**src/logic/dac_front_pkg.sv**
```systemverilog
// Shared constants, register layout and carrier types of the converter front end
package dac_front_pkg;
	// ==========================================================
	// Register map (index, byte address is four times the index)
	localparam logic [6:0] IDX_CTRL0    = 7'h00;
	localparam logic [6:0] IDX_CTRL2    = 7'h02;
	localparam logic [6:0] IDX_STATUS   = 7'h03;
	localparam int         ADDR_W       = 8;
	localparam int         IDX_LSB      = 2;
	localparam logic [7:0] CTRL0_RESET  = 8'h00;
	localparam logic [7:0] CTRL2_RESET  = 8'h00;
	localparam logic [7:0] CTRL0_WMASK  = 8'hF9;
	localparam logic [7:0] CTRL2_WMASK  = 8'hFE;
	localparam int         WIRE_MODE_BIT = 7;
	localparam int         FORMAT_BIT   = 7;
	localparam int         RATE_BIT     = 6;
	localparam int         INVERT_BIT   = 5;
	localparam logic [1:0] RESP_OKAY    = 2'h0;
	localparam logic [1:0] RESP_SLVERR  = 2'h2;
	// ==========================================================
	// Pin sampling vector layout
	localparam int         PIN_N        = 7;
	localparam int         PIN_DCLK     = 0;
	localparam int         PIN_SDIO     = 1;
	localparam int         PIN_SCLK     = 2;
	localparam int         PIN_CSN      = 3;
	localparam int         PIN_RATE     = 4;
	localparam int         PIN_OFF      = 5;
	localparam int         PIN_HWRST    = 6;
	localparam logic [6:0] PIN_RESET    = 7'h08;
	// ==========================================================
	// Sample path and serial framing
	localparam int          WORD_W      = 16;
	localparam logic [15:0] SIGN_FLIP   = 16'h8000;
	localparam logic [3:0]  SPI_INSTR_LAST = 4'h7;
	localparam logic [3:0]  SPI_FRAME_LAST = 4'hF;
	localparam int          SPI_RW_BIT  = 7;
	// ==========================================================
	// Timing: shortest half period of the data clock before an alarm
	localparam int         CLK_FREQ_MHZ = 40;
	localparam int         MIN_HALF_NS  = 75;
	localparam int         MIN_HALF_CYC = (MIN_HALF_NS * CLK_FREQ_MHZ + 999) / 1000;
	localparam int         GAP_W        = 4;
	localparam logic [3:0] GAP_MAX      = 4'hF;
	localparam logic [3:0] GAP_LIMIT    = 4'(MIN_HALF_CYC);
	// ==========================================================
	// Carrier types
	typedef struct packed {
		logic dout;
		logic oe_n;
	} pin_drive_t;
	typedef struct packed {
		logic [15:0] word;
		logic        valid;
	} core_sample_t;
	typedef enum logic [1:0] {SPI_INSTR, SPI_WRITE, SPI_READ} spi_state_t;
endpackage

```
**src/logic/dac_front_end.sv**
```systemverilog
// Sample capture, serial control port and strap pin handling of the converter front end
//
// The AXI4-Lite register port and the address map were chosen for this implementation.
`timescale 1ns/1ps

// Summary of operation
// - single rate captures one word on each rising data clock edge.
// - single rate assumes clock edge centred between bus transitions.
// - double rate captures a word on every data clock transition.
// - double rate assumes zero set-up, bus changes with the clock.
// - serial output line drives read data in 4-wire, floats in 3-wire.
// - bidirectional line is input in 4-wire, input and output in 3-wire.
// - with serial port off, serial output line becomes timing alarm output.
// - with serial port off, serial clock line becomes timing update input.
// - with serial port off, rate pin high selects single, low double rate.
// - serial port off pin high disables the serial port, low enables it.
// - chip select is active low; serial activity ignored while it is high.
// - hardware reset pin is active high and restores default state.
// - wire mode bit clear selects 4-wire, set selects 3-wire.
// - sample format bit clear means twos complement, set means unsigned.
// - clock invert bit set inverts data clock before capture.
// - rate bit clear selects double rate, set selects single rate.
module dac_front_end (
	input  wire logic                        aclk,
	input  wire logic                        aresetn,
	input  wire logic [7:0]                  s_axi_awaddr,
	input  wire logic                        s_axi_awvalid,
	output logic                             s_axi_awready,
	input  wire logic [31:0]                 s_axi_wdata,
	input  wire logic [3:0]                  s_axi_wstrb,
	input  wire logic                        s_axi_wvalid,
	output logic                             s_axi_wready,
	output logic [1:0]                       s_axi_bresp,
	output logic                             s_axi_bvalid,
	input  wire logic                        s_axi_bready,
	input  wire logic [7:0]                  s_axi_araddr,
	input  wire logic                        s_axi_arvalid,
	output logic                             s_axi_arready,
	output logic [31:0]                      s_axi_rdata,
	output logic [1:0]                       s_axi_rresp,
	output logic                             s_axi_rvalid,
	input  wire logic                        s_axi_rready,
	input  wire logic                        hw_reset_pin,
	input  wire logic                        serial_port_off_pin,
	input  wire logic                        single_rate_select_pin,
	input  wire logic                        chip_select_n,
	input  wire logic                        serial_clock_line,
	input  wire logic                        serial_data_in,
	input  wire logic                        data_clock_input,
	input  wire logic [15:0]                 sample_bus,
	output dac_front_pkg::pin_drive_t        serial_data_drive,
	output dac_front_pkg::pin_drive_t        serial_out_line,
	output dac_front_pkg::core_sample_t      core_sample
);
	import dac_front_pkg::*;

	// ==========================================================
	// Pin synchronisers
	logic [PIN_N-1:0]  s1_r, s2_r, s3_r, lvl_r;
	logic [PIN_N-1:0]  s1_nxt, s2_nxt, s3_nxt, lvl_nxt;
	logic [WORD_W-1:0] d1_r, d2_r, d3_r, d4_r;
	logic [WORD_W-1:0] d1_nxt, d2_nxt, d3_nxt, d4_nxt;
	logic [PIN_N-1:0]  pins;

	assign pins = {hw_reset_pin, serial_port_off_pin, single_rate_select_pin, chip_select_n,
		serial_clock_line, serial_data_in, data_clock_input};

	always_comb begin
		s1_nxt  = pins;
		s2_nxt  = s1_r;
		s3_nxt  = s2_r;
		// A level moves only once the second and third stages agree
		lvl_nxt = (s2_r & s3_r) | (lvl_r & (s2_r ^ s3_r));
		d1_nxt  = sample_bus;
		d2_nxt  = d1_r;
		d3_nxt  = d2_r;
		d4_nxt  = d3_r;
	end

	always_ff @(posedge aclk) begin
		if (!aresetn) begin
			s1_r  <= PIN_RESET;
			s2_r  <= PIN_RESET;
			s3_r  <= PIN_RESET;
			lvl_r <= PIN_RESET;
			d1_r  <= '0;
			d2_r  <= '0;
			d3_r  <= '0;
			d4_r  <= '0;
		end else begin
			s1_r  <= s1_nxt;
			s2_r  <= s2_nxt;
			s3_r  <= s3_nxt;
			lvl_r <= lvl_nxt;
			d1_r  <= d1_nxt;
			d2_r  <= d2_nxt;
			d3_r  <= d3_nxt;
			d4_r  <= d4_nxt;
		end
	end

	// ==========================================================
	// Mode decode
	logic       rst;
	logic [7:0] ctrl0_r, ctrl2_r;
	logic       alarm_r;
	logic       port_off, sdr_mode, three_wire, spi_active;
	logic       dclk_edge, dclk_rise, sclk_rise, sclk_fall;

	assign rst        = !aresetn || lvl_r[PIN_HWRST];
	assign port_off   = lvl_r[PIN_OFF];
	assign sdr_mode   = port_off ? lvl_r[PIN_RATE] : ctrl2_r[RATE_BIT];
	assign three_wire = ctrl0_r[WIRE_MODE_BIT];
	assign spi_active = !port_off && !lvl_r[PIN_CSN];
	assign dclk_edge  = lvl_nxt[PIN_DCLK] ^ lvl_r[PIN_DCLK];
	assign dclk_rise  = dclk_edge && (lvl_nxt[PIN_DCLK] ^ ctrl2_r[INVERT_BIT]);
	assign sclk_rise  = lvl_nxt[PIN_SCLK] && !lvl_r[PIN_SCLK];
	assign sclk_fall  = !lvl_nxt[PIN_SCLK] && lvl_r[PIN_SCLK];

	// ==========================================================
	// Sample capture
	core_sample_t core_r, core_nxt;
	logic [GAP_W-1:0] gap_r, gap_nxt;
	logic             take;

	always_comb begin
		// Word from before the detected edge: zero set-up still lands safely
		take = sdr_mode ? dclk_rise : dclk_edge;
		core_nxt.valid = take;
		core_nxt.word  = core_r.word;
		if (take) begin
			core_nxt.word = ctrl2_r[FORMAT_BIT] ? (d4_r ^ SIGN_FLIP) : d4_r;
		end
		gap_nxt = (gap_r == GAP_MAX) ? gap_r : gap_r + 4'h1;
		if (dclk_edge) begin
			gap_nxt = '0;
		end
	end

	always_ff @(posedge aclk) begin
		if (rst) begin
			core_r <= '0;
			gap_r  <= GAP_MAX;
		end else begin
			core_r <= core_nxt;
			gap_r  <= gap_nxt;
		end
	end

	assign core_sample = core_r;

	// ==========================================================
	// Serial control port
	spi_state_t state_r, state_nxt;
	logic [3:0] cnt_r, cnt_nxt;
	logic [7:0] shin_r, shin_nxt, shout_r, shout_nxt, shin_new;
	logic [6:0] spi_addr_r, spi_addr_nxt;
	logic       spi_wr_r, spi_wr_nxt;
	logic [7:0] spi_wdata_r, spi_wdata_nxt;
	logic       obit_r, obit_nxt;
	pin_drive_t sdio_r, sdio_nxt, sdo_r, sdo_nxt;
	logic       reading;

	function automatic logic [31:0] reg_read(input logic [6:0] idx);
		logic [31:0] v;
		v = '0;
		unique case (idx)
			IDX_CTRL0:  v = {24'h0, ctrl0_r};
			IDX_CTRL2:  v = {24'h0, ctrl2_r[7:1], alarm_r};
			IDX_STATUS: v = {30'h0, sdr_mode, port_off};
			default:    v = '0;
		endcase
		return v;
	endfunction

	function automatic logic is_mapped(input logic [6:0] idx);
		return (idx == IDX_CTRL0) || (idx == IDX_CTRL2) || (idx == IDX_STATUS);
	endfunction

	always_comb begin
		state_nxt     = state_r;
		cnt_nxt       = cnt_r;
		shin_nxt      = shin_r;
		shout_nxt     = shout_r;
		spi_addr_nxt  = spi_addr_r;
		spi_wr_nxt    = 1'b0;
		spi_wdata_nxt = spi_wdata_r;
		obit_nxt      = obit_r;
		shin_new      = {shin_r[6:0], lvl_r[PIN_SDIO]};
		if (!spi_active) begin
			state_nxt = SPI_INSTR;
			cnt_nxt   = '0;
		end else begin
			if (sclk_rise) begin
				shin_nxt = shin_new;
				cnt_nxt  = cnt_r + 4'h1;
				unique case (state_r)
					SPI_INSTR: begin
						if (cnt_r == SPI_INSTR_LAST) begin
							spi_addr_nxt = shin_new[6:0];
							state_nxt    = shin_new[SPI_RW_BIT] ? SPI_READ : SPI_WRITE;
							shout_nxt    = 8'(reg_read(shin_new[6:0]));
						end
					end
					SPI_WRITE: begin
						if (cnt_r == SPI_FRAME_LAST) begin
							spi_wr_nxt    = 1'b1;
							spi_wdata_nxt = shin_new;
							state_nxt     = SPI_INSTR;
						end
					end
					SPI_READ: begin
						if (cnt_r == SPI_FRAME_LAST) begin
							state_nxt = SPI_INSTR;
						end
					end
				endcase
			end
			if (sclk_fall && state_r == SPI_READ) begin
				obit_nxt  = shout_r[7];
				shout_nxt = {shout_r[6:0], 1'b0};
			end
		end
		reading = spi_active && (state_nxt == SPI_READ);
		// Serial output line: alarm when port off, else read data in 4-wire only
		if (port_off) begin
			sdo_nxt = '{dout: alarm_r, oe_n: 1'b0};
		end else if (three_wire) begin
			sdo_nxt = '{dout: 1'b0, oe_n: 1'b1};
		end else begin
			sdo_nxt = '{dout: obit_nxt, oe_n: !reading};
		end
		// Bidirectional line only turns round in 3-wire read phase
		sdio_nxt = '{dout: obit_nxt, oe_n: !(reading && three_wire && !port_off)};
	end

	always_ff @(posedge aclk) begin
		if (rst) begin
			state_r     <= SPI_INSTR;
			cnt_r       <= '0;
			shin_r      <= '0;
			shout_r     <= '0;
			spi_addr_r  <= '0;
			spi_wr_r    <= 1'b0;
			spi_wdata_r <= '0;
			obit_r      <= 1'b0;
			sdo_r       <= '{dout: 1'b0, oe_n: 1'b1};
			sdio_r      <= '{dout: 1'b0, oe_n: 1'b1};
		end else begin
			state_r     <= state_nxt;
			cnt_r       <= cnt_nxt;
			shin_r      <= shin_nxt;
			shout_r     <= shout_nxt;
			spi_addr_r  <= spi_addr_nxt;
			spi_wr_r    <= spi_wr_nxt;
			spi_wdata_r <= spi_wdata_nxt;
			obit_r      <= obit_nxt;
			sdo_r       <= sdo_nxt;
			sdio_r      <= sdio_nxt;
		end
	end

	assign serial_out_line   = sdo_r;
	assign serial_data_drive = sdio_r;

	// ==========================================================
	// Register bus slave and control registers
	logic        awready_r, wready_r, bvalid_r, arready_r, rvalid_r;
	logic        awready_nxt, wready_nxt, bvalid_nxt, arready_nxt, rvalid_nxt;
	logic        aw_hold_r, w_hold_r, aw_hold_nxt, w_hold_nxt;
	logic [6:0]  aw_idx_r, aw_idx_nxt, ar_idx;
	logic [31:0] wdata_r, wdata_nxt, rdata_r, rdata_nxt;
	logic [3:0]  wstrb_r, wstrb_nxt;
	logic [1:0]  bresp_r, bresp_nxt, rresp_r, rresp_nxt;
	logic [7:0]  ctrl0_nxt, ctrl2_nxt;
	logic        alarm_nxt, commit, upd_pulse;

	always_comb begin
		awready_nxt = s_axi_awvalid && !awready_r && !aw_hold_r && !bvalid_r;
		wready_nxt  = s_axi_wvalid && !wready_r && !w_hold_r && !bvalid_r;
		aw_hold_nxt = aw_hold_r;
		w_hold_nxt  = w_hold_r;
		aw_idx_nxt  = aw_idx_r;
		wdata_nxt   = wdata_r;
		wstrb_nxt   = wstrb_r;
		if (s_axi_awvalid && awready_r) begin
			aw_hold_nxt = 1'b1;
			aw_idx_nxt  = {1'b0, s_axi_awaddr[ADDR_W-1:IDX_LSB]};
		end
		if (s_axi_wvalid && wready_r) begin
			w_hold_nxt = 1'b1;
			wdata_nxt  = s_axi_wdata;
			wstrb_nxt  = s_axi_wstrb;
		end
		commit     = aw_hold_r && w_hold_r && !bvalid_r;
		bvalid_nxt = bvalid_r && !s_axi_bready;
		bresp_nxt  = bresp_r;
		if (commit) begin
			aw_hold_nxt = 1'b0;
			w_hold_nxt  = 1'b0;
			bvalid_nxt  = 1'b1;
			bresp_nxt   = is_mapped(aw_idx_r) ? RESP_OKAY : RESP_SLVERR;
		end
		ar_idx      = {1'b0, s_axi_araddr[ADDR_W-1:IDX_LSB]};
		arready_nxt = s_axi_arvalid && !arready_r && !rvalid_r;
		rvalid_nxt  = rvalid_r && !s_axi_rready;
		rdata_nxt   = rdata_r;
		rresp_nxt   = rresp_r;
		if (s_axi_arvalid && arready_r) begin
			rvalid_nxt = 1'b1;
			rdata_nxt  = reg_read(ar_idx);
			rresp_nxt  = is_mapped(ar_idx) ? RESP_OKAY : RESP_SLVERR;
		end
		// Bus write wins a same-cycle clash; the serial write is then lost
		ctrl0_nxt = ctrl0_r;
		ctrl2_nxt = ctrl2_r;
		if (commit && wstrb_r[0]) begin
			if (aw_idx_r == IDX_CTRL0) begin
				ctrl0_nxt = (ctrl0_r & ~CTRL0_WMASK) | (wdata_r[7:0] & CTRL0_WMASK);
			end
			if (aw_idx_r == IDX_CTRL2) begin
				ctrl2_nxt = (ctrl2_r & ~CTRL2_WMASK) | (wdata_r[7:0] & CTRL2_WMASK);
			end
		end else if (spi_wr_r) begin
			if (spi_addr_r == IDX_CTRL0) begin
				ctrl0_nxt = (ctrl0_r & ~CTRL0_WMASK) | (spi_wdata_r & CTRL0_WMASK);
			end
			if (spi_addr_r == IDX_CTRL2) begin
				ctrl2_nxt = (ctrl2_r & ~CTRL2_WMASK) | (spi_wdata_r & CTRL2_WMASK);
			end
		end
		// Edges at most the shortest half period apart raise the alarm; set beats clear
		upd_pulse = port_off && sclk_rise;
		alarm_nxt = (dclk_edge && gap_r < GAP_LIMIT) || (alarm_r && !upd_pulse);
	end

	always_ff @(posedge aclk) begin
		if (rst) begin
			awready_r <= 1'b0;
			wready_r  <= 1'b0;
			bvalid_r  <= 1'b0;
			arready_r <= 1'b0;
			rvalid_r  <= 1'b0;
			aw_hold_r <= 1'b0;
			w_hold_r  <= 1'b0;
			aw_idx_r  <= '0;
			wdata_r   <= '0;
			wstrb_r   <= '0;
			bresp_r   <= RESP_OKAY;
			rdata_r   <= '0;
			rresp_r   <= RESP_OKAY;
			ctrl0_r   <= CTRL0_RESET;
			ctrl2_r   <= CTRL2_RESET;
			alarm_r   <= 1'b0;
		end else begin
			awready_r <= awready_nxt;
			wready_r  <= wready_nxt;
			bvalid_r  <= bvalid_nxt;
			arready_r <= arready_nxt;
			rvalid_r  <= rvalid_nxt;
			aw_hold_r <= aw_hold_nxt;
			w_hold_r  <= w_hold_nxt;
			aw_idx_r  <= aw_idx_nxt;
			wdata_r   <= wdata_nxt;
			wstrb_r   <= wstrb_nxt;
			bresp_r   <= bresp_nxt;
			rdata_r   <= rdata_nxt;
			rresp_r   <= rresp_nxt;
			ctrl0_r   <= ctrl0_nxt;
			ctrl2_r   <= ctrl2_nxt;
			alarm_r   <= alarm_nxt;
		end
	end

	assign s_axi_awready = awready_r;
	assign s_axi_wready  = wready_r;
	assign s_axi_bvalid  = bvalid_r;
	assign s_axi_bresp   = bresp_r;
	assign s_axi_arready = arready_r;
	assign s_axi_rvalid  = rvalid_r;
	assign s_axi_rdata   = rdata_r;
	assign s_axi_rresp   = rresp_r;
endmodule

```
**config.mk**
```make
export PLATFORM = sky130hd
export DESIGN_NAME = dac_front_end
export DESIGN_NICKNAME = d
export VERILOG_FILES = /design/src/logic/dac_front_pkg.sv /design/src/logic/dac_front_end.sv
export SDC_FILE = /design/constraint.sdc
export NUM_CORES = 1
export LEC_CHECK = 0
export BUFFER_PORTS_ARGS = -buffer_cell sky130_fd_sc_hd__buf_4
export CORE_MARGIN = 3
export CORE_UTILIZATION = 35
export CTS_CLUSTER_SIZE = 30
export DETAILED_ROUTE_END_ITERATION = 8
export SYNTH_ARGS = -nofsm -noshare
export SYNTH_HDL_FRONTEND = slang
export SYNTH_SLANG_ARGS = --single-unit
```
**constraint.sdc**
```tcl
create_clock -name aclk -period 2.6 [get_ports aclk]
set_input_delay 0.13 -clock aclk [delete_from_list [all_inputs] [get_ports aclk]]
set_output_delay 0.13 -clock aclk [all_outputs]
set_load 0.01 [all_outputs]
```
### Word-level counts from Yosys, hierarchy flattened

Index checks and enable logic that the tools add are counted.

| operators by class | value |
|---|---|
| $add $sub $neg | 2 |
| order comparisons | 1 |
| equal/unequal tests | 16 |
| multiplexer cells | 34 |
| bitwise gates (word level) | 14 |
| reductions and logical operators | 71 |

Operators with widths:

| kind | count |
|---|---|
| two-way mux 8 bit | 12 |
| case mux 8 bit (3 select lines) | 2 |
| logical AND 1 bit | 27 |
| equality test 6 x 2 -> 1 bit, second input constant | 4 |
| equality test 7 x 2 -> 1 bit, second input constant | 3 |
| logical NOT 7 bit | 3 |
| two-way mux 2 bit | 9 |
| logical NOT 1 bit | 17 |
| two-way mux 16 bit | 1 |
| OR 1 x 8 -> 8 bit | 2 |
| OR 3 x 8 -> 8 bit | 2 |
| bitwise AND 7 bit | 2 |
| AND reduction 4 bit | 3 |
| nonzero test 2 bit | 6 |
| adder 4 x 1 -> 4 bit, second input constant | 2 |
| equality test 4 bit, second input constant | 2 |
| two-way mux 4 bit | 2 |
| two-way mux 1 bit | 7 |
| OR 7 bit | 1 |
| XOR 7 bit | 1 |
| logical NOT 6 bit | 1 |
| logical OR 1 bit | 6 |
| inequality test 2 bit, second input constant | 3 |
| AND reduction 3 bit | 2 |
| 11 further kinds | 18 |

| word-level totals | value |
|---|---|
| bits in registers | 229 |
| bits of input ports | 82 |
| output and inout bits | 62 |
| logic and storage cells | 176 |

### Longest topological paths before layout

Gate-level depths: netlist (run 1).

| depth | value |
|---|---|
| depth in word-level cells | 11 |
| depth in mapped cells | 7 |

### Worst setup path after synthesis (run 1)

OpenSTA, ideal clock, no wires.

| timing | value |
|---|---|
| path kind | register to register |
| start | reg shin_r[2] |
| end | reg shout_r[1] |
| setup time | 58 ps |
| data arrival time | 1806 ps |
| required time | 2542 ps |
| path slack | 735 ps |
| cell stages (with the launch flop) | 6 |
| cells stage by stage | dfxtp_1 > or4_1 > or4_1 > buf_2 > a2111oi_4 > a211o_1 |

| between the ends | value |
|---|---|
| word-level cells in the longest chain between the ends | 6 |

Ends and longest elaborated chain:

| what | line | text |
|---|---|---|
| from (decl) | dac_front_end.sv:156 | `logic [7:0] shin_r, shin_nxt, shout_r, shout_nxt, shin_new;` |
| from (signal assigned) | dac_front_end.sv:252 | `shin_r <= shin_nxt;` |
| equality test 7 x 2 -> 1 bit / logical NOT 7 bit (equally long branches) | dac_front_end.sv:167 | `unique case (idx)` |
| case mux 8 bit (3 select lines) (*) | dac_front_end.sv:167 |  |
| two-way mux 8 bit (*) | dac_front_end.sv:199 | `if (cnt_r == SPI_INSTR_LAST) begin` |
| two-way mux 8 bit (*) | dac_front_end.sv:197 | `unique case (state_r)` |
| two-way mux 8 bit (*) | dac_front_end.sv:194 | `if (sclk_rise) begin` |
| two-way mux 8 bit (*) | dac_front_end.sv:219 | `if (sclk_fall && state_r == SPI_READ) begin` |
| to (signal assigned) | dac_front_end.sv:253 | `shout_r <= shout_nxt;` |
| to (decl) | dac_front_end.sv:156 |  |

Every way passes the cells marked *; elsewhere a longest branch is shown, timed or not. The select of a mux whose other input is x is not followed.
A chain may end at the register's enable or synchronous reset.

### Final worst setup path (run 1)

| timing | value |
|---|---|
| start | reg lvl_r[5] |
| end | reg core_r (netlist bit core_sample[11]) |

| between the ends | value |
|---|---|
| word-level cells in the longest chain between the ends | 2 |

Ends and longest elaborated chain:

| what | line | text |
|---|---|---|
| from (decl) | dac_front_end.sv:59 | `logic [PIN_N-1:0] s1_r, s2_r, s3_r, lvl_r;` |
| from (signal assigned) | dac_front_end.sv:94 | `lvl_r <= lvl_nxt;` |
| two-way mux 1 bit | dac_front_end.sv:112 | `assign sdr_mode = port_off ? lvl_r[PIN_RATE] : ctrl2_r[RATE_BIT];` |
| two-way mux 1 bit | dac_front_end.sv:128 | `take = sdr_mode ? dclk_rise : dclk_edge;` |
| to (signal assigned) | dac_front_end.sv:145 | `core_r <= core_nxt;` |
| to (decl) | dac_front_end.sv:122 | `core_sample_t core_r, core_nxt;` |

No other way between the ends.

==> qor.yml, run 1 <==
die:
  coreArea_um2: 20360
  rows: 52
  initial_core_util: 0.3592
  ios: 144
  die-width_um: 150.6
  die-area_um2: 22670
  chipHeight_um: 150.6
clock_network:
  cts_resized: 0
  cts.htree.levels: 4
  clkSinkCount: 200
  cts_tree: "yes"
  cts_buffers: 17
  ctsLongestPathBuffers: 2
  post_cts_buffers: 0
  cts.reportedPaths.clkPinSlew_ps: 70
  hold_buffers: 47
  root_buffer: "clkbuf_16"
  clk_latency_ps: 440
sta:
  finalSetupTns_ps: 0
  slew_viol_final: 0
  timing.slew.headroom: 0.1695
  worst_pin_slew_ps: 1237
  fin_crit_sh: 0.8586
  fmax_ghz: 0.4480
  final.min_clock_period_ps: 2232
  rsz0062_at_grt: "no"
  final_hold_viol_count: 0
  fin_skew_ps: 12.71
  setup_viol: 0
worst_setup_path:
  crit_path_start: "lvl_r[5]"
  cp_data_required_time_ps: 2960
  slowest_stage: "o21ai_1"
  worstSetupStartpointType: "register"
  cp_max_fo: 17
  cp.arrival_ps: 2590
  reg2regPathDepth: 4
  path_cells: "mux2i_1 > o21ai_1 > nand3_1 > a21oi_1"
  worstSetupPathType: "reg -> reg"
  cp-end-kind: "register"
  max_stage_delay_ps: 1000
  r2r-start: "lvl_r[5]"
run:
  max_cap_violations: 0
yosys:
  synth_warnings: 0
  yosys.area_share.xor_xnor: 0.005986
  synth_fa_ha_area_frac: 0.02052
  synth_compound_area_frac: 0.08979
  seq_area_frac_synth: 0.5473
  yosys_most_used_dff: "dfxtp_1"
  synth.distinct_cells: 51
  async_flop_share: 0
  yosys-mux-area-fraction: 0.07371
  synth_area_um2: 7316
  yosys.area_share.simple: 0.2090
  synth-edff-count: 0
  syn_inst: 746
  synth_top_family_by_area: "simple AND/OR/NAND/NOR gates"
  ys_seq_elements: 200
  syn_avg_cell_area_um2: 9.807
power:
  ir_drop_uv: 487.6
  power.leakage_nw: 3.732
  power.density_nw_per_um2: 676.9
global_routing:
  grtUsageTotal: 0.1301
  grt_pass1_wl_um: 23650
  antenna_found_initial: 0
  grt_pass1_vias: 4706
  grt_overflow_total: 0
  grt_max_degree: 82
cells_and_area:
  utilization: 0.4513
  diodes: 0
  fin_nets: 957
  fill_cells: 1926
  syn2layout_area_growth_pct: 25.64
  drive_gt1_frac: 0.1701
placement:
  dp_hpwl_um: 9609
  port_buffers: 86
  gp_congestion: 0.7821
min_path:
  min_from: "s_axi_araddr[3]"
  whs_path_depth: 3
  hp-class: "in -> reg"
detailed_routing:
  antenna_left: 0
  drt_iter0_drc: 260
  drc: 0
  viasPerCell: 4.533
  wl_per_cell_um: 12.51
  dr.pass1.iters: 5
  num_vias: 5195
  routed_wl_um: 14340
outcome:
  status: "completed"
==> worst max-delay path: cells and delay by family (launching register included) <==
family | cells | cell delay, ps
AO/OA/AOI/OAI | 2 | 1170
flip-flops | 1 | 580
multiplexers | 1 | 240
AND/OR/NAND/NOR | 1 | 170
==> power breakdown <==
part           internal [mW]  leakage, nW  switching [mW]
Sequential              3.14         1.63          0.0428
Clock                   1.32        0.296            1.33
Combinational          0.208         1.81           0.174
==> cell families after synthesis <==
logic type               count (synthesis)
buffers and inverters                   76
AND/OR/NAND/NOR                        290
other                                    1
XOR/XNOR                                 5
flip-flops                             200
AO/OA/AOI/OAI                          110
multiplexers                            52
adder cells (fa/ha/maj)                 12
==> worst paths after layout <==
path / end / slack [ps]
max reg2reg: core_sample[11] / 370
max: core_sample[11] / 370
min: s_axi_rdata[2] / 60
min reg2reg: s2_r[3] / 420
==> state kept, by name (all words and copies together), names as in the netlist, 8 cells and up <==
name and cells:
spi_wdata_r 8, d3_r 16, d4_r 16, wdata_r 8
shout_r 8, core_sample 17, s_axi_rdata 8, d1_r 16
d2_r 16
==> cell usage after synthesis, types with 15 or more instances <==
master	count	area (um^2)
nand2_1	72	270.3
nor2_1	41	153.9
buf_4	27	202.7
o21ai_0	24	120.1
mux2i_1	37	370.4
clkbuf_1	38	142.6
and2_1	85	531.8
mux2_2	15	168.9
a21oi_1	61	305.3
nand3_1	30	150.1
dfxtp_1	200	4004
==> metrics by stage <==
step	setup slack [ps]	total power [mW]	std cells	cell area [um^2]	hold WS (ps)
after global placement	448.7	3.580	1067	8103	321.0
after floorplan	735.4	3.503	771	7410	231.5
after detailed placement	400.3	3.590	1067	8103	332.4
after global routing	157.8	6.473	1146	9191	69.78
after CTS	368.5	6.305	1146	9191	36.00
final	367.6	6.221	1146	9191	58.56
==> per-layer routing <==
layer,share of wire,up-vias,track usage,wire length [um]
met5,0,-,0,0
met4,0.017,0,0.04442,238
met3,0.046,17,0.03763,656
met2,0.46,109,0.2023,6567
met1,0.48,2367,0.1738,6876
li1,-,2702,-,-
==> layout make-up <==
type	instances	area, um^2	area share
Clock buffer	17	425.4	0.04628
Clock inverter	15	192.7	0.02096
Inverter	7	26.28	0.002859
Multi-Input combinational cell	495	3022	0.3288
Sequential cell	200	4004	0.4356
Tap cell	270	337.8	0.03675
Timing Repair Buffer	142	1184	0.1288
==> placed cells by master, fill, tap and decap left out, drive strengths merged, types with 17 or more instances in the layout <==
cell type / synthesis / routed
nand2: 72 / 72
dlygate4sd3: 0 / 47
nor2: 41 / 41
buf: 31 / 95
mux2i: 37 / 37
conb: 1 / 26
dfxtp: 200 / 200
o21ai: 26 / 26
clkbuf: 38 / 17
and2: 86 / 86
a21oi: 61 / 61
nand3: 30 / 30
Note: power is estimated with default switching activity, not from simulation.
==> inputs of run 2 (changes only) <==
- ABC_AREA: not set -> 1
==> run 2 against run 1 <==
  * First-iteration DRC count rose by 33%
  * Register-to-register slack improved by 390 ps
  * Clock power rose by 5%
==> qor.yml, run 2 <==
global_routing:
  grt_pass1_vias: 5765  # was 4706
  grt_pass1_wl_um: 27480  # was 23650 um
  antenna_found_initial: 0  # unchanged
  grt_overflow_total: 0  # unchanged
  grt_max_degree: 84  # was 82
  grtUsageTotal: 0.1394  # was 0.1301
sta:
  worst_pin_slew_ps: 791.6  # was 1237 ps
  rsz0062_at_grt: "no"  # unchanged
  final.min_clock_period_ps: 1846  # was 2232 ps
  fin_skew_ps: 14.57  # was 12.71 ps
  fmax_ghz: 0.5416  # was 0.4480 GHz
  final_hold_viol_count: 0  # unchanged
  hold_ws_ps: 93.25  # was 58.56 ps
  fin_crit_sh: 0.7101  # was 0.8586
  slew_viol_final: 0  # unchanged
  setup_viol: 0  # unchanged
  finalSetupTns_ps: 0  # unchanged
  timing.slew.headroom: 0.4717  # was 0.1695
yosys:
  synth_area_um2: 7694  # was 7316 um^2
  syn_inst: 1009  # was 746
  synth_compound_area_frac: 0.08587  # was 0.08979
  synth.distinct_cells: 37  # was 51
  synth-edff-count: 0  # unchanged
  synth_top_family_by_area: "simple AND/OR/NAND/NOR gates"  # unchanged
  yosys.area_share.simple: 0.2530  # was 0.2090
  seq_area_frac_synth: 0.5204  # was 0.5473
  async_flop_share: 0  # unchanged
  yosys-mux-area-fraction: 0  # was 0.07371
  ys_seq_elements: 200  # unchanged
  yosys_most_used_dff: "dfxtp_1"  # unchanged
  ys_top_cells_by_count: "238 x nand2_1, 200 x dfxtp_1, 141 x inv_1"  # was 200 x dfxtp_1, 85 x and2_1, 72 x nand2_1
  synth_top_cell_by_area: "dfxtp_1"  # unchanged
  synth_fa_ha_area_frac: 0.01952  # was 0.02052
  synth_top_cell_area_share: 0.5204  # was 0.5473
  synth_warnings: 0  # unchanged
  netlist_top_cells_area: "dfxtp_1 52%, nand2_1 12%, inv_1 6.9%"  # was dfxtp_1 55%, and2_1 7.3%, mux2i_1 5.1%
  synth_most_common_cell: "nand2_1"  # was dfxtp_1
  syn_avg_cell_area_um2: 7.625  # was 9.807 um^2
  yosys.area_share.xor_xnor: 0.002277  # was 0.005986
clock_network:
  clk_latency_ps: 440  # about the same
  cts.htree.levels: 4  # unchanged
  clkSinkCount: 200  # unchanged
  post_cts_buffers: 0  # unchanged
  hold_buffers: 44  # was 47
  root_buffer: "clkbuf_16"  # unchanged
  cts_resized: 0  # unchanged
  cts_tree: "yes"  # unchanged
  cts.reportedPaths.clkPinSlew_ps: 80  # was 70 ps
  cts_buffers: 17  # unchanged
  ctsLongestPathBuffers: 2  # unchanged
power:
  ir_drop_uv: 424.6  # was 487.6 uV
  power.leakage_nw: 4.846  # was 3.732 nW
  power.density_nw_per_um2: 676.4  # was 676.9 nW/um^2
  finalPower_mw: 6.449  # was 6.221 mW
cells_and_area:
  largest_reg_flops: 17  # unchanged
  final_cell_mix: "238 x nand2_1, 200 x dfxtp_1, 141 x inv_1"  # was 200 x dfxtp_1, 95 x buf_4, 85 x and2_1
  fin_area_um2: 9534  # was 9191 um^2
  syn2layout_area_growth_pct: 23.92  # was 25.64%
  diodes: 0  # unchanged
  final_common_cell: "nand2_1"  # was dfxtp_1
  drive_gt1_frac: 0.1332  # was 0.1701
  fin_nets: 1222  # was 957
  utilization: 0.4479  # was 0.4513
detailed_routing:
  viasPerCell: 4.315  # was 4.533
  antenna_left: 0  # unchanged
  dr.pass1.iters: 5  # unchanged
  drc: 0  # unchanged
  num_vias: 6110  # was 5195
  wl_per_cell_um: 11.51  # was 12.51 um
  drt_iter0_drc: 345  # was 260
  routed_wl_um: 16300  # was 14340 um
placement:
  gp_congestion: 0.8119  # was 0.7821
  dpl-instance-area_um2: 8444  # was 8103 um^2
  dp_hpwl_um: 10960  # was 9609 um
  port_buffers: 86  # unchanged
worst_setup_path:
  cp_max_fo: 17  # unchanged
  reg2regPathDepth: 9  # was 4
  worstSetupStartpointType: "register"  # unchanged
  cp.arrival_ps: 2190  # was 2590 ps
  worstSetupPathType: "reg -> reg"  # unchanged
  cp-end-kind: "register"  # unchanged
  cp_data_required_time_ps: 2940  # was 2960 ps
die:
  chipHeight_um: 154.3  # was 150.6 um
  die-width_um: 154.3  # was 150.6 um
  coreArea_um2: 21290  # was 20360 um^2
  die-area_um2: 23800  # was 22670 um^2
  ios: 144  # unchanged
  rows: 53  # was 52
  initial_core_util: 0.3614  # was 0.3592
min_path:
  hp-class: "in -> reg"  # unchanged
  whs_path_depth: 6  # was 3
run:
  max_cap_violations: 0  # unchanged
outcome:
  status: "completed"  # unchanged
## run 2: cell types whose count changed in the layout (fill, tap and decap cells not counted), moves of 9 or more
cell	before	now
nor2b_1	11	0
nor2_1	41	137
and2_1	85	2
mux2_2	15	0
nand3_1	30	44
a21oi_1	61	52
nand2_1	72	238
mux2i_1	37	0
inv_1	7	141
o21ai_0	24	71
## run 2: cell families after synthesis
family                     after synthesis
xor gates and xnor gates                 2
other                                    1
DFF                                    200
adders and majority gates               12
buffers and inverters                  206
AOI/OAI and AO/OA                      130
and+or+nand+nor                        458
## run 2: routing by layer
layer / vias to the layer above / GRT usage / part of all wire
met2: 144 / 0.2275 / 0.46
met5: - / 0 / 0
met4: 0 / 0.04626 / 0.014
met1: 2658 / 0.1833 / 0.48
met3: 17 / 0.03106 / 0.049
li1: 3291 / - / -
## run 2: worst max-delay path: stages (launching register included)
cell	delay, ps
dfxtp_1	320
ha_1	290
nand2_1	90
nand3_1	120
nand2_1	170
nand2_1	80
nand2_2	250
inv_2	210
nor2_1	140
nor2_1	60
## run 2: path summary, 6_finish.rpt
kind / from / to / slack, ps
worst min-delay path: s_axi_araddr[3] / s_axi_rdata[6] / 90
worst max register to register: s2_r[0] / core_sample[10] / 750
worst min register to register: d3_r[8] / d4_r[8] / 410
worst max-delay path: s2_r[0] / core_sample[10] / 750
## run 2: layout make-up
type | instances | area (um^2)
Clock buffer | 17 | 425.4
Clock inverter | 15 | 224.0
Fill cell | 2173 | 11750
Inverter | 148 | 555.5
Multi-Input combinational cell | 628 | 2873
Sequential cell | 200 | 4004
Tap cell | 275 | 344.1
Timing Repair Buffer | 133 | 1109
## run 2: power by group
part,internal (mW),leakage [nW],switching [mW]
registers,3.16,1.63,0.0510
clock network,1.36,0.310,1.43
logic,0.205,2.91,0.244
total,4.73,4.85,1.72
## run 2: metrics by stage
stage,setup WS [ps],cells
3_5_place_dp,756.7,1340
6_report,753.7,1416
2_1_floorplan,1094,1034
4_1_cts,726.2,1416
3_3_place_gp,766.9,1340
5_1_grt,454.0,1416
==> inputs of run 3 (changes only) <==
- clock period: 2.6 -> 1.8 ns (I/O delays scaled with it)
==> run 3 against run 2 <==
  * Worst hold slack worse by 25 ps
  * Non-clock buffer count is 12 higher
  * Power is 43% higher
  * Critical path depth up 1
  * Setup slack worse by 570 ps
  * Wire length decreased by 1.7%
  * Final cell count rose by 0.85%
  * Sequential power rose by 45%
  * Critical endpoint is now core_sample[12]
==> qor.yml, run 3 (synthesis results as in run 2) <==
global_routing:
  met3_usage: 0.03581  # was 0.03106
  grtUsageTotal: 0.1370  # was 0.1394
  top_usage_layer: "met2"  # unchanged
  grt_use_met1: 0.1754  # was 0.1833
  grt_pass1_vias: 5797  # was 5765
  grt_max_degree: 84  # unchanged
  met2_usage: 0.2275  # unchanged
  grt_pass1_wl_um: 26980  # was 27480 um
  antenna_found_initial: 0  # unchanged
  grt_overflow_total: 0  # unchanged
detailed_routing:
  drt_iter0_drc: 435  # was 345
  viasPerCell: 4.330  # was 4.315
  dr.pass1.iters: 8  # was 5
  antenna_left: 0  # unchanged
  wl_per_cell_um: 11.21  # was 11.51 um
  drc: 0  # unchanged
  routed_wl_um: 16020  # was 16300 um
  num_vias: 6183  # was 6110
power:
  power.leakage_nw: 4.925  # was 4.846 nW
  finalPower_mw: 9.250  # was 6.449 mW
  power.density_nw_per_um2: 956.6  # was 676.4 nW/um^2
  ir_drop_uv: 711.4  # was 424.6 uV
placement:
  dpl-instance-area_um2: 8559  # was 8444 um^2
  gp_congestion: 0.8229  # was 0.8119
  dp_hpwl_um: 11020  # was 10960 um
  place_ws_ps: 84.48  # was 756.7 ps
  port_buffers: 86  # unchanged
  dpl.cell_count: 1352  # was 1340
cells_and_area:
  layout.cells.non_filler: 1428  # was 1416
  fill_cells: 2104  # was 2173
  final_cell_mix: "236 x nand2_1, 200 x dfxtp_1, 141 x inv_1"  # was 238 x nand2_1, 200 x dfxtp_1, 141 x inv_1
  fin_area_um2: 9669  # was 9534 um^2
  final_common_cell: "nand2_1"  # unchanged
  drive_gt1_frac: 0.1448  # was 0.1332
  utilization: 0.4542  # was 0.4479
  multiInputGateArea_um2: 2895  # was 2873 um^2
  diodes: 0  # unchanged
  fin_nets: 1234  # was 1222
  seq_area_um2: 4004  # unchanged
  syn2layout_area_growth_pct: 25.68  # was 23.92%
  largest_reg_flops: 17  # unchanged
clock_network:
  ctsLongestPathBuffers: 2  # unchanged
  cts_buffers: 17  # unchanged
  cts.htree.levels: 4  # unchanged
  clk_latency_ps: 440  # about the same
  clkSinkCount: 200  # unchanged
  cts_tree: "yes"  # unchanged
  root_buffer: "clkbuf_16"  # unchanged
  cts.reportedPaths.clkPinSlew_ps: 80  # about the same
worst_setup_path:
  worstSetupStartpointType: "register"  # unchanged
  crit_path_start: "s2_r[0]"  # unchanged
  worstSetupPathType: "reg -> reg"  # unchanged
  rrSetupSlack_ps: 180  # was 750 ps
  cp_data_required_time_ps: 2130  # was 2940 ps
  r2r-start: "s2_r[0]"  # unchanged
  cp_max_fo: 12  # was 17
  reg2regPathDepth: 10  # was 9
  cp.arrival_ps: 1950  # was 2190 ps
  critPathCapture: "core_sample[12]"  # was core_sample[10]
  r2r-end: "core_sample[12]"  # was core_sample[10]
  cp-end-kind: "register"  # unchanged
outcome:
  status: "completed"  # unchanged
sta:
  final.min_clock_period_ps: 1621  # was 1846 ps
  timing.slew.headroom: 0.4940  # was 0.4717
  fmax_ghz: 0.6169  # was 0.5416 GHz
  worst_slack_ps: 178.9  # was 753.7 ps
  finalSetupTns_ps: 0  # unchanged
  final_hold_viol_count: 0  # unchanged
  fin_crit_sh: 0.9006  # was 0.7101
  worst_pin_slew_ps: 758.2  # was 791.6 ps
  hold_ws_ps: 68.30  # was 93.25 ps
  slew_viol_final: 0  # unchanged
  setup_viol: 0  # unchanged
  fin_skew_ps: 8.455  # was 14.57 ps
die:
  rows: 53  # unchanged
  ios: 144  # unchanged
  chipHeight_um: 154.3  # unchanged
  die-area_um2: 23800  # unchanged
  coreArea_um2: 21290  # unchanged
  die-width_um: 154.3  # unchanged
  initial_core_util: 0.3614  # unchanged
min_path:
  hp-class: "in -> reg"  # unchanged
run:
  max_cap_violations: 0  # unchanged
run 3: cell types whose count changed in the layout (fill, tap and decap cells not counted), sizes merged:
cell,previous run,this run
clkinv,7,9
inv,156,154
buf,89,101
run 3: layer usage:
metal  part of all wire  vias to the layer above
met5                  0                        -
met4              0.013                        0
met3              0.049                       11
li1                   -                     3316
met1               0.47                     2714
met2               0.47                      142
run 3: layout make-up:
cell class              instances  area share
clock buffers                  17     0.04400
clock inverters                15     0.02264
inverters                     148     0.05771
multi-input cells             628      0.2994
flip-flops and latches        200      0.4141
well taps                     275     0.03558
repair buffers                145      0.1266
run 3: worst max-delay path, stage by stage, from the launching register on:
cell	delay (ps)
dfxtp_1	320
ha_1	290
nand2_1	90
nand2_1	50
nand2_1	80
nand2_2	90
nand2_2	90
nand2_4	100
buf_4	170
o21ai_0	150
nor2_1	60
run 3: worst min-delay path by stage:
stage                               start        endpoint  slack, ps  depth (start not counted)
final                     s_axi_araddr[3]  s_axi_rdata[3]         70                          6
after global routing      s_axi_araddr[3]  s_axi_rdata[3]         70                          6
after CTS                 s_axi_araddr[3]  s_axi_rdata[3]         40                          6
after detailed placement   sample_bus[10]        d1_r[10]        270                          3
after global placement      sample_bus[7]         d1_r[7]        270                          3
after floorplan             sample_bus[0]         d1_r[0]        190                          2
run 3: what timing repair did:
action	in CTS	in global routing
buffers inserted	0	0
hold buffers	44	0
resized for setup	0	10
endpoints found under the setup margin	0	24
endpoints found under the hold margin	49	0
run 3: power breakdown:
part	internal [mW]	total, mW	leakage [nW]	switching, mW
logic	0.301	0.648	2.99	0.347
registers	4.56	4.64	1.63	0.0728
clock network	1.95	3.97	0.308	2.01
